## src/hw/aoue_pkg.sv

```systemverilog
// Purpose: shared constants for the always-on usb/ethernet control block
// Assumes: 8-bit register port, 40 MHz clock
// Notes: offsets are register indices on the plain register port
package aoue_pkg;
    // ==========================================================
    // register port
    localparam int unsigned ADDR_W = 4;
    localparam int unsigned DATA_W = 8;
    localparam logic [ADDR_W-1:0] OFF_CTRL = 4'h0;
    localparam logic [ADDR_W-1:0] OFF_WDIS_EN = 4'h1;
    localparam logic [ADDR_W-1:0] OFF_STATUS = 4'h2;
    localparam logic [DATA_W-1:0] RD_UNMAPPED = 8'h00;

    // ==========================================================
    // control register fields
    localparam int unsigned BIT_HUB_POLICY = 7;
    localparam int unsigned BIT_WDIS = 6;
    localparam int unsigned BIT_NET1_OFF = 5;
    localparam int unsigned BIT_NET0_OFF = 4;
    localparam int unsigned BIT_ID_SEL = 3;
    localparam int unsigned BIT_HUB_HOLD = 2;
    localparam int unsigned BIT_PADDLE_DIS = 1;
    localparam int unsigned BIT_ONBOARD_DIS = 0;
    localparam logic [DATA_W-1:0] CTRL_RESET = 8'h00;

    // ==========================================================
    // extra wireless-disable sources
    localparam int unsigned WDIS_SRC_N = 2;
    localparam logic [WDIS_SRC_N-1:0] WDIS_EN_RESET = 2'h0;

    // ==========================================================
    // status register fields
    localparam int unsigned ST_ID_PIN = 0;
    localparam int unsigned ST_HUB_IN_RESET = 1;
    localparam int unsigned ST_WDIS_OUT = 2;
    localparam int unsigned ST_PLAT_RST = 3;
    localparam int unsigned ST_ONBOARD_ON = 4;
    localparam int unsigned ST_PADDLE_ON = 5;

    // ==========================================================
    // timing
    localparam int unsigned CLK_PERIOD_NS = 25;
    localparam int unsigned HUB_POR_NS = 100000;
    localparam int unsigned HUB_POR_CYCLES = (HUB_POR_NS + CLK_PERIOD_NS - 1) / CLK_PERIOD_NS;
    localparam int unsigned POR_CNT_W = 12;
    localparam logic [POR_CNT_W-1:0] POR_CNT_LAST = POR_CNT_W'(HUB_POR_CYCLES - 1);
    localparam logic [POR_CNT_W-1:0] POR_CNT_ZERO = 12'h000;
endpackage : aoue_pkg

```

## src/hw/aoue_sync2.sv

```systemverilog
// Purpose: two-flop synchroniser for pin inputs
// Assumes: inputs are slow levels
// Notes: first stage feeds only the second stage
`timescale 1ns/100ps
module aoue_sync2 #(
    parameter int unsigned W = 1,
    parameter logic [W-1:0] RST_VAL = '0
) (
    input wire logic clk,
    input wire logic rst_n,
    input wire logic [W-1:0] asyncIn,
    output logic [W-1:0] syncOut
);
    logic [W-1:0] meta_q;

    always_ff @(posedge clk or negedge rst_n) begin
        if (!rst_n) begin
            meta_q <= RST_VAL;
            syncOut <= RST_VAL;
        end else begin
            meta_q <= asyncIn;
            syncOut <= meta_q;
        end
    end
endmodule : aoue_sync2

```

## src/hw/aoue_hub_rst.sv

```systemverilog
// Purpose: usb hub reset generation
// Assumes: platRst is synchronised, active high
// Notes: output is active low and registered
`timescale 1ns/100ps
module aoue_hub_rst (
    input wire logic clk,
    input wire logic rst_n,
    input wire logic platRst,
    input wire logic policyEvery,
    input wire logic holdReset,
    output logic hubRstN
);
    // ==========================================================
    // power-on pulse
    logic [aoue_pkg::POR_CNT_W-1:0] porCnt_q;
    logic [aoue_pkg::POR_CNT_W-1:0] porCnt_d;
    logic porDone_q;
    logic porDone_d;
    logic hubRst;

    // only the main reset restarts the pulse, so it happens once
    assign porDone_d = porDone_q | (porCnt_q == aoue_pkg::POR_CNT_LAST);
    assign porCnt_d = porDone_q ? porCnt_q : porCnt_q + 12'h001;

    // platform reset reaches the hub only under the every-reset policy
    assign hubRst = !porDone_q | holdReset | (policyEvery & platRst);

    always_ff @(posedge clk or negedge rst_n) begin
        if (!rst_n) begin
            porCnt_q <= aoue_pkg::POR_CNT_ZERO;
            porDone_q <= 1'b0;
            hubRstN <= 1'b0;
        end else begin
            porCnt_q <= porCnt_d;
            porDone_q <= porDone_d;
            hubRstN <= !hubRst;
        end
    end
endmodule : aoue_hub_rst

```

## src/hw/aoue_ctrl.sv

```systemverilog
// Purpose: always-on control register for usb hub, ethernet and vbus switches
// Assumes: rst_n is the main power-on reset only; platform reset is a pin
// Notes: all board outputs come from flip-flops
//
// Notes on behaviour
// - only the main power-on reset clears the register; platform reset does not.
// - policy 0 resets hub once at power-on; 1 also on every platform reset.
// - bit 6 set asserts wireless-disable to the mini card; clear leaves it to the enabled extra sources.
// - wireless-disable is the OR of bit 6 and every enabled extra source.
// - bit 5 set drives ethernet 1 off input low, turning it off.
// - bit 4 set drives ethernet 0 off input low, turning it off.
// - bit 3 set: on-board vbus follows id pin, disable bit still wins.
// - bit 3 clear: on-board vbus follows only the disable bit.
// - bit 2 set holds the usb hub in reset; clear releases it.
// - bit 1 set disables the shared paddleboard vbus switch enable.
// - bit 0 set disables the on-board vbus switches; clear enables them.
//
// Our own choices: the register offsets and strobed register access.
`timescale 1ns/100ps
module aoue_ctrl (
    input wire logic clk,
    input wire logic rst_n,

    input wire logic [aoue_pkg::ADDR_W-1:0] regAddr,
    input wire logic [aoue_pkg::DATA_W-1:0] regWdata,
    input wire logic regWr,
    input wire logic regRd,
    output logic [aoue_pkg::DATA_W-1:0] regRdata,

    input wire logic platRstPin_n,
    input wire logic otgIdPin,
    input wire logic [aoue_pkg::WDIS_SRC_N-1:0] extWdisPin,

    output logic hubRstOut_n,
    output logic wirelessDisable,
    output logic net1OffInput_n,
    output logic net0OffInput_n,
    output logic paddleVbusEn,
    output logic onboardVbusEn
);

    // ==========================================================
    // pin synchronisers
    logic platRstSync_n;
    logic otgIdSync;
    logic [aoue_pkg::WDIS_SRC_N-1:0] extWdisSync;

    // platform reset is sampled as data, never used as a flop reset
    aoue_sync2 #(
        .W(1),
        .RST_VAL(1'b1)
    ) u_sync_plat (
        .clk(clk),
        .rst_n(rst_n),
        .asyncIn(platRstPin_n),
        .syncOut(platRstSync_n)
    );

    // id idles high (b-type / nothing), so with bit 3 set power stays off until a-cable seen
    aoue_sync2 #(
        .W(1),
        .RST_VAL(1'b1)
    ) u_sync_id (
        .clk(clk),
        .rst_n(rst_n),
        .asyncIn(otgIdPin),
        .syncOut(otgIdSync)
    );

    aoue_sync2 #(
        .W(aoue_pkg::WDIS_SRC_N),
        .RST_VAL(aoue_pkg::WDIS_EN_RESET)
    ) u_sync_wdis (
        .clk(clk),
        .rst_n(rst_n),
        .asyncIn(extWdisPin),
        .syncOut(extWdisSync)
    );

    // ==========================================================
    // address decode
    logic selCtrl;
    logic selWdisEn;
    logic selStatus;
    logic wrCtrl;
    logic wrWdisEn;

    assign selCtrl = (regAddr == aoue_pkg::OFF_CTRL);
    assign selWdisEn = (regAddr == aoue_pkg::OFF_WDIS_EN);
    assign selStatus = (regAddr == aoue_pkg::OFF_STATUS);
    assign wrCtrl = regWr & selCtrl;
    assign wrWdisEn = regWr & selWdisEn;

    // ==========================================================
    // control register
    logic [aoue_pkg::DATA_W-1:0] ctrl_q;
    logic [aoue_pkg::DATA_W-1:0] ctrl_d;

    // every field is plain read/write
    assign ctrl_d = wrCtrl ? regWdata : ctrl_q;

    // rst_n is the main power-on reset; sleep and platform reset leave it
    always_ff @(posedge clk or negedge rst_n) begin
        if (!rst_n) begin
            ctrl_q <= aoue_pkg::CTRL_RESET;
        end else begin
            ctrl_q <= ctrl_d;
        end
    end

    // ==========================================================
    // field views
    logic hubPolicy;
    logic wdisBit;
    logic net1Off;
    logic net0Off;
    logic idSelect;
    logic hubHold;
    logic paddleDis;
    logic onboardDis;

    assign hubPolicy = ctrl_q[aoue_pkg::BIT_HUB_POLICY];
    assign wdisBit = ctrl_q[aoue_pkg::BIT_WDIS];
    assign net1Off = ctrl_q[aoue_pkg::BIT_NET1_OFF];
    assign net0Off = ctrl_q[aoue_pkg::BIT_NET0_OFF];
    assign idSelect = ctrl_q[aoue_pkg::BIT_ID_SEL];
    assign hubHold = ctrl_q[aoue_pkg::BIT_HUB_HOLD];
    assign paddleDis = ctrl_q[aoue_pkg::BIT_PADDLE_DIS];
    assign onboardDis = ctrl_q[aoue_pkg::BIT_ONBOARD_DIS];

    // ==========================================================
    // wireless-disable source enables
    logic [aoue_pkg::WDIS_SRC_N-1:0] wdisEn_q;
    logic [aoue_pkg::WDIS_SRC_N-1:0] wdisEn_d;

    assign wdisEn_d = wrWdisEn ? regWdata[aoue_pkg::WDIS_SRC_N-1:0] : wdisEn_q;

    // kept in the always-on well like the control register
    always_ff @(posedge clk or negedge rst_n) begin
        if (!rst_n) begin
            wdisEn_q <= aoue_pkg::WDIS_EN_RESET;
        end else begin
            wdisEn_q <= wdisEn_d;
        end
    end

    // ==========================================================
    // hub reset
    logic platRstActive;

    assign platRstActive = !platRstSync_n;

    // hold bit doubles as the manual reset under the once-only policy
    aoue_hub_rst u_hub_rst (
        .clk(clk),
        .rst_n(rst_n),
        .platRst(platRstActive),
        .policyEvery(hubPolicy),
        .holdReset(hubHold),
        .hubRstN(hubRstOut_n)
    );

    // ==========================================================
    // board control decode
    logic wdisAny;
    logic otgACable;
    logic onboardOn;
    logic paddleOn;

    assign wdisAny = wdisBit | (|(extWdisSync & wdisEn_q));

    // a-cable grounds id; b-devices are not supported so they get no power
    assign otgACable = !otgIdSync;

    // disable bit overrides the id path in both modes
    assign onboardOn = !onboardDis & (!idSelect | otgACable);

    // one shared enable for both paddleboard switches
    assign paddleOn = !paddleDis;

    // ==========================================================
    // output flops
    // recovery from latch-off relies on software timing the 1 -> 0 pulse;
    // the block adds no minimum-width guard
    always_ff @(posedge clk or negedge rst_n) begin
        if (!rst_n) begin
            wirelessDisable <= 1'b0;
            net1OffInput_n <= 1'b1;
            net0OffInput_n <= 1'b1;
            paddleVbusEn <= 1'b1;
            onboardVbusEn <= 1'b0;
        end else begin
            wirelessDisable <= wdisAny;
            net1OffInput_n <= !net1Off;
            net0OffInput_n <= !net0Off;
            paddleVbusEn <= paddleOn;
            onboardVbusEn <= onboardOn;
        end
    end

    // ==========================================================
    // status view
    logic [aoue_pkg::DATA_W-1:0] statusWord;

    always_comb begin
        statusWord = aoue_pkg::RD_UNMAPPED;
        statusWord[aoue_pkg::ST_ID_PIN] = otgIdSync;
        statusWord[aoue_pkg::ST_HUB_IN_RESET] = !hubRstOut_n;
        statusWord[aoue_pkg::ST_WDIS_OUT] = wirelessDisable;
        statusWord[aoue_pkg::ST_PLAT_RST] = platRstActive;
        statusWord[aoue_pkg::ST_ONBOARD_ON] = onboardVbusEn;
        statusWord[aoue_pkg::ST_PADDLE_ON] = paddleVbusEn;
    end

    // ==========================================================
    // read path
    logic [aoue_pkg::DATA_W-1:0] wdisEnWord;
    logic [aoue_pkg::DATA_W-1:0] rdMux;
    logic [aoue_pkg::DATA_W-1:0] regRdata_d;

    assign wdisEnWord = {{(aoue_pkg::DATA_W-aoue_pkg::WDIS_SRC_N){1'b0}}, wdisEn_q};

    assign rdMux = selCtrl ? ctrl_q :
                   selWdisEn ? wdisEnWord :
                   selStatus ? statusWord :
                   aoue_pkg::RD_UNMAPPED;

    // data stands only in the cycle after the strobe, zero otherwise
    assign regRdata_d = regRd ? rdMux : aoue_pkg::RD_UNMAPPED;

    always_ff @(posedge clk or negedge rst_n) begin
        if (!rst_n) begin
            regRdata <= aoue_pkg::RD_UNMAPPED;
        end else begin
            regRdata <= regRdata_d;
        end
    end

endmodule : aoue_ctrl

```

## config.mk

```make
export PLATFORM = sky130hd
export DESIGN_NAME = aoue_ctrl
export DESIGN_NICKNAME = d
export VERILOG_FILES = /design/src/hw/aoue_pkg.sv /design/src/hw/aoue_sync2.sv /design/src/hw/aoue_hub_rst.sv /design/src/hw/aoue_ctrl.sv
export SDC_FILE = /design/constraint.sdc
export NUM_CORES = 1
export LEC_CHECK = 0
export ABC_AREA = 1
export BUFFER_PORTS_ARGS = -buffer_cell sky130_fd_sc_hd__clkbuf_2
export CORE_MARGIN = 8
export CORE_UTILIZATION = 54
export CTS_BUF_LIST = sky130_fd_sc_hd__clkbuf_4 sky130_fd_sc_hd__clkbuf_8 sky130_fd_sc_hd__clkbuf_16
export DETAILED_ROUTE_END_ITERATION = 16
export PLACE_DENSITY = 0.78
export SETUP_SLACK_MARGIN = 0.05
export SYNTH_ARGS = -nofsm -noshare
export SYNTH_HDL_FRONTEND = slang
export SYNTH_SLANG_ARGS = --single-unit
```

## constraint.sdc

```tcl
create_clock -name clk -period 1.45 [get_ports clk]
set_input_delay 0.29 -clock clk [delete_from_list [all_inputs] [get_ports clk]]
set_output_delay 0.29 -clock clk [all_outputs]
set_load 0.01 [all_outputs]
```

=== After elaboration in Yosys (flattened, before gate mapping) ===
Cells that the tools add are included.

* Register bits after elaboration: 45
* Input bits: 20
* Output and inout port bits: 14
* Word-level logic and storage cells: 47

* Add/sub/neg operators: 1
* Eq/ne operators: 3
* Multiplexer cells: 4
* Bitwise operators: 10
* Reduce and logical (&&, ||, !) cells: 12

{| class="wikitable"
|+ Operators with widths
! cell !! number
|-
| 8-bit two-way mux || 2
|-
| 12-bit by 1-bit adder with 12-bit output, second input constant || 1
|-
| 12-bit == test, second input constant || 1
|-
| 6-bit two-way mux || 2
|-
| 1-bit logical NOT || 10
|-
| 1-bit bitwise OR || 5
|-
| 1-bit bitwise AND || 4
|-
| 4-bit by 1-bit == test with 1-bit output, second input constant || 1
|-
| 4-bit by 2-bit == test with 1-bit output, second input constant || 1
|-
| 4-bit logical NOT || 1
|-
| 2-bit bitwise AND || 1
|-
| 2-bit OR reduction || 1
|}

=== Longest topological paths before layout ===
* Word-level depth: 5
* Mapped depth: 7
* Depth with buffers taken out: 7

=== By module ===
Synthesis repeated with hierarchy kept, for this count alone.

* Cell total of the unflattened synthesis: 203
* Area, all modules: 1943.1 um2

{| class="wikitable"
|+ By module, submodules not included
! module !! times used !! cells an instance !! area an instance (um2) !! seq. area each (um2)
|-
| aoue_ctrl || 1 || 107 || 994.7 || 579.3
|-
| aoue_hub_rst || 1 || 88 || 743.2 || 350.3
|-
| aoue_sync2 (u_sync_id ...) || 2 || 2 || 52.6 || 52.6
|-
| aoue_sync2 (u_sync_wdis) || 1 || 4 || 100.1 || 100.1
|}

=== Worst setup path after synthesis ===
No wires, ideal clock.

* Path type: reg2reg
* Start point: register u_hub_rst.porCnt_q[0] in the netlist's numbering
* End point: register u_hub_rst.porCnt_q[8] in the netlist's numbering
* Library setup time: 0.117 ns
* Arrival: 0.988 ns
* Required time: 1.333 ns
* Path slack: 0.345 ns
* Cell stages (with the launch flop): 7
* Buffers on the path: 0
* Clock period less this slack: 1.105 ns
* Cells stage by stage: dfrtp_1 > ha_1 > nand3_2 > nor2_4 > nand2_1 > nand2_1 > nand2_1

* Word-level cells in the longest chain between the ends: 1

{| class="wikitable"
|+ RTL lines
! item !! line !! source
|-
| start: declaration || aoue_hub_rst.sv:15 || <nowiki>logic [aoue_pkg::POR_CNT_W-1:0] porCnt_q;</nowiki>
|-
| start signal: assignment || aoue_hub_rst.sv:30 || <nowiki>porCnt_q <= aoue_pkg::POR_CNT_ZERO;</nowiki>
|-
| start signal: assignment || aoue_hub_rst.sv:34 || <nowiki>porCnt_q <= porCnt_d;</nowiki>
|-
| 12-bit by 1-bit adder with 12-bit output || aoue_hub_rst.sv:23 || <nowiki>assign porCnt_d = porDone_q ? porCnt_q : porCnt_q + 12'h001;</nowiki>
|}

Every way passes these cells.
A chain may end at the register's enable or synchronous reset.

=== Worst setup path after layout ===
* Start point: register paddleVbusEn
* End point: output paddleVbusEn

{| class="wikitable"
|+ RTL lines
! item !! line !! source
|-
| start: declaration || aoue_ctrl.sv:38 || <nowiki>output logic paddleVbusEn,</nowiki>
|-
| start signal: assignment || aoue_ctrl.sv:196 || <nowiki>paddleVbusEn <= paddleOn;</nowiki>
|}

No word-level cell between the ends.

==> flow_summary.json <==
{
  "r2r-start": "u_hub_rst.porCnt_q[0]$_DFFE_PN0N_",
  "drt_iter0_drc": 86,
  "vias": 1289,
  "cts_buffer_depth": 2,
  "startpoint_type": "flip-flop",
  "path_class": "reg2out",
  "hpwl_mm": 2.45,
  "antenna_found_initial": 0,
  "antenna_cells": 0,
  "synth-xor-area-share_pct": 2.90,
  "fp-row-count": 21,
  "r2r-end": "u_hub_rst.porCnt_q[8]$_DFFE_PN0N_",
  "rrSetupSlack_ps": 230,
  "wl_met3_um": 220,
  "die_h_um": 74.0,
  "cts_tree": "built",
  "drt-pass1-iter-count": 4,
  "grt_pass1_vias": 1330,
  "clock_latency_ps": 360,
  "io_buffer_count": 33,
  "die_area_mm2": 0.00547,
  "post-route-period-util_pct": 91.8,
  "finalPower_mw": 2.63,
  "reg2reg_depth": 6,
  "grt_pass1_wl_mm": 5.65,
  "cts.sinks": 45,
  "slew-limit-headroom_pct": 81.2,
  "critPathSlowestCell": "dfstp_2",
  "cp_data_arrival_time_ps": 1040,
  "coreArea_mm2": 0.00328,
  "ys_types": 25,
  "die_x_um": 74.0,
  "hold_violations": 0,
  "hold_start": "regWdata[7]",
  "gr-usage-all-layers_pct": 13.5,
  "min_to": "ctrl_q[7]$_DFFE_PN0P_",
  "area_growth_syn_to_layout_pct": 21.1,
  "path_cells": "clkbuf_2",
  "start_util_pct": 55.2,
  "via_per_inst": 4.70,
  "drive_above_1_share_pct": 26.3,
  "met2_length_mm": 1.56,
  "globalplace.congestion": 0.821,
  "rsz0062_at_grt": "false",
  "crit_path_max_fanout": 2,
  "fin_crit_ps": 1330,
  "overflow": 0,
  "numCtsBuffers": 5,
  "critPathBufInv": 1,
  "ys_ff_latch": 45,
  "syn_inst": 183,
  "cts_htree_levels": 2,
  "avgSynthCellArea_um2": 9.91,
  "cp-end-kind": "output pin",
  "drv_slew": 0,
  "vdd.ir_drop.worst_uv": 792,
  "pin_count": 34,
  "setup_tns_ps": 0,
  "yosysSeqAreaShare_pct": 62.6,
  "leakage_nw": 1.12,
  "maxCapViolations": 0,
  "syn-cell-area_mm2": 0.00181,
  "fin_nets": 248,
  "synth_top_family_by_area": "simple AND/OR/NAND/NOR gates",
  "powerDensity_mw_per_mm2": 1200,
  "hp-class": "in2reg",
  "cp.required_ps": 1160,
  "yosys_warnings": 0,
  "synth_compound_area_share_pct": 5.10,
  "drc": 0,
  "grt_max_degree": 46,
  "wirelength_mm": 3.30,
  "synth_fp_nets": 204,
  "tightest_slew_ps": 282,
  "fin_worst_skew_ps": 8.81,
  "yosys.area_share.adder_pct": 0.690,
  "setup_viol": 0,
  "slowest_delay_ps": 560,
  "highest_layer": "met4",
  "max_freq_mhz": 751,
  "ctsRootBufferMaster": "clkbuf_4",
  "postRouteAntennaNets": 0,
  "synthMuxAreaShare_pct": 0,
  "status": "finished clean",
  "synthSimpleGateAreaFrac_pct": 23.5,
  "cp_top_family": "flip-flops",
  "wl_met1_mm": 1.48,
  "min_path_cells": 3,
  "clkTransAtPathRegs_ps": 130,
  "wl_per_cell_um": 12.0
}
synth_stat cells:
cell       n  area, um^2
nand2_1   53         199
buf_2      1        5.00
nand4_1    5        31.3
a21o_1     1        7.51
xor2_1     3        26.3
nand3b_1   2        15.0
nand3_2    2        20.0
nor2_4     3        33.8
inv_1     19        71.3
o21ai_1    1        5.00
dfrtp_1   38         951
nand3_1   11        55.1
nor2_2     2        12.5
dfstp_2    7         184
inv_2      2        7.51
ha_1       1        12.5
nand2_2    2        12.5
buf_6      1        11.3
nor3_1     3        15.0
or2_1      1        6.26
o21ai_0    6        30.0
xnor2_1    3        26.3
o211ai_1   2        15.0
a21oi_1    7        35.0
nor2_1     7        26.3
power by group:
part | internal, mW | switching (mW)
combinational | 0.0985 | 0.146
clock | 0.543 | 0.414
sequential | 1.37 | 0.0585
total | 2.02 | 0.618
logic make-up (layout without fill, tap and decap cells):
logic type,count (synthesis),after routing
adder cells (fa/ha/maj),1,1
flip-flops,45,45
buffers and inverters,23,68
AO/OA/AOI/OAI,17,17
AND/OR/NAND/NOR,91,91
XOR/XNOR,6,6
cell usage in the layout (no fill, tap or decap), drive strengths merged, types with 7 or more instances in the layout:
| cell type | n |
|---|---|
| clkbuf | 38 |
| o21ai | 7 |
| nor2 | 12 |
| a21oi | 7 |
| dfrtp | 38 |
| inv | 22 |
| nand2 | 55 |
| dfstp | 7 |
| nand3 | 13 |
area by class of cell:
class | count | area (um^2)
multi-input combinational | 115 | 584
tap | 46 | 57.6
timing repair buffer | 39 | 235
clock inverter | 3 | 68.8
fill | 272 | 1090
inverter | 21 | 78.8
sequential | 45 | 1130
clock buffer | 5 | 37.5
per-stage QoR:
stage	instances	util (%)	setup slack [ps]	hold slack [ps]	cell area, um^2
6_report	274	66.9	118	146	2200
5_1_grt	274	66.9	73.9	135	2200
4_1_cts	272	66.3	105	18.2	2180
3_5_place_dp	261	62.1	186	286	2040
3_3_place_gp	261	62.1	195	286	2040
2_1_floorplan	183	-	345	-5.59	1810
registers in the layout, indices dropped and copies added, names as in the netlist:
signal / flops
ctrl_q: 8
net0OffInput_n: 1
net1OffInput_n: 1
onboardVbusEn: 1
paddleVbusEn: 1
regRdata: 8
u_hub_rst.hubRstN: 1
u_hub_rst.porCnt_q: 12
u_hub_rst.porDone_q: 1
u_sync_id.meta_q: 1
u_sync_id.syncOut: 1
u_sync_plat.meta_q: 1
u_sync_plat.syncOut: 1
u_sync_wdis.meta_q: 2
u_sync_wdis.syncOut: 2
wdisEn_q: 2
wirelessDisable: 1
metal layers:
layer | global-route usage (%) | vias up
li1 | - | 676
met4 | 4.43 | 0
met3 | 4.99 | 5
met5 | 0 | -
met1 | 16.1 | 578
met2 | 21.9 | 30
timing repair:
item,in CTS,in global routing
endpoints found under the hold margin,40,2
buffers inserted,0,0
resized for setup,0,0
hold buffers,3,2
how the worst max path moves through the flow:
stage,startpoint,end,slack [ps],cells past startpoint
after CTS,paddleVbusEn$_DFF_PN1_,paddleVbusEn,100,1
after floorplan,u_hub_rst.porCnt_q[0]$_DFFE_PN0N_,u_hub_rst.porCnt_q[8]$_DFFE_PN0N_,350,6
final,paddleVbusEn$_DFF_PN1_,paddleVbusEn,120,1
after global placement,regAddr[3],ctrl_q[6]$_DFFE_PN0P_,190,7
after global routing,paddleVbusEn$_DFF_PN1_,paddleVbusEn,70,1
after detailed placement,regAddr[3],ctrl_q[4]$_DFFE_PN0P_,190,7
Power figures use the tool's default switching activity.
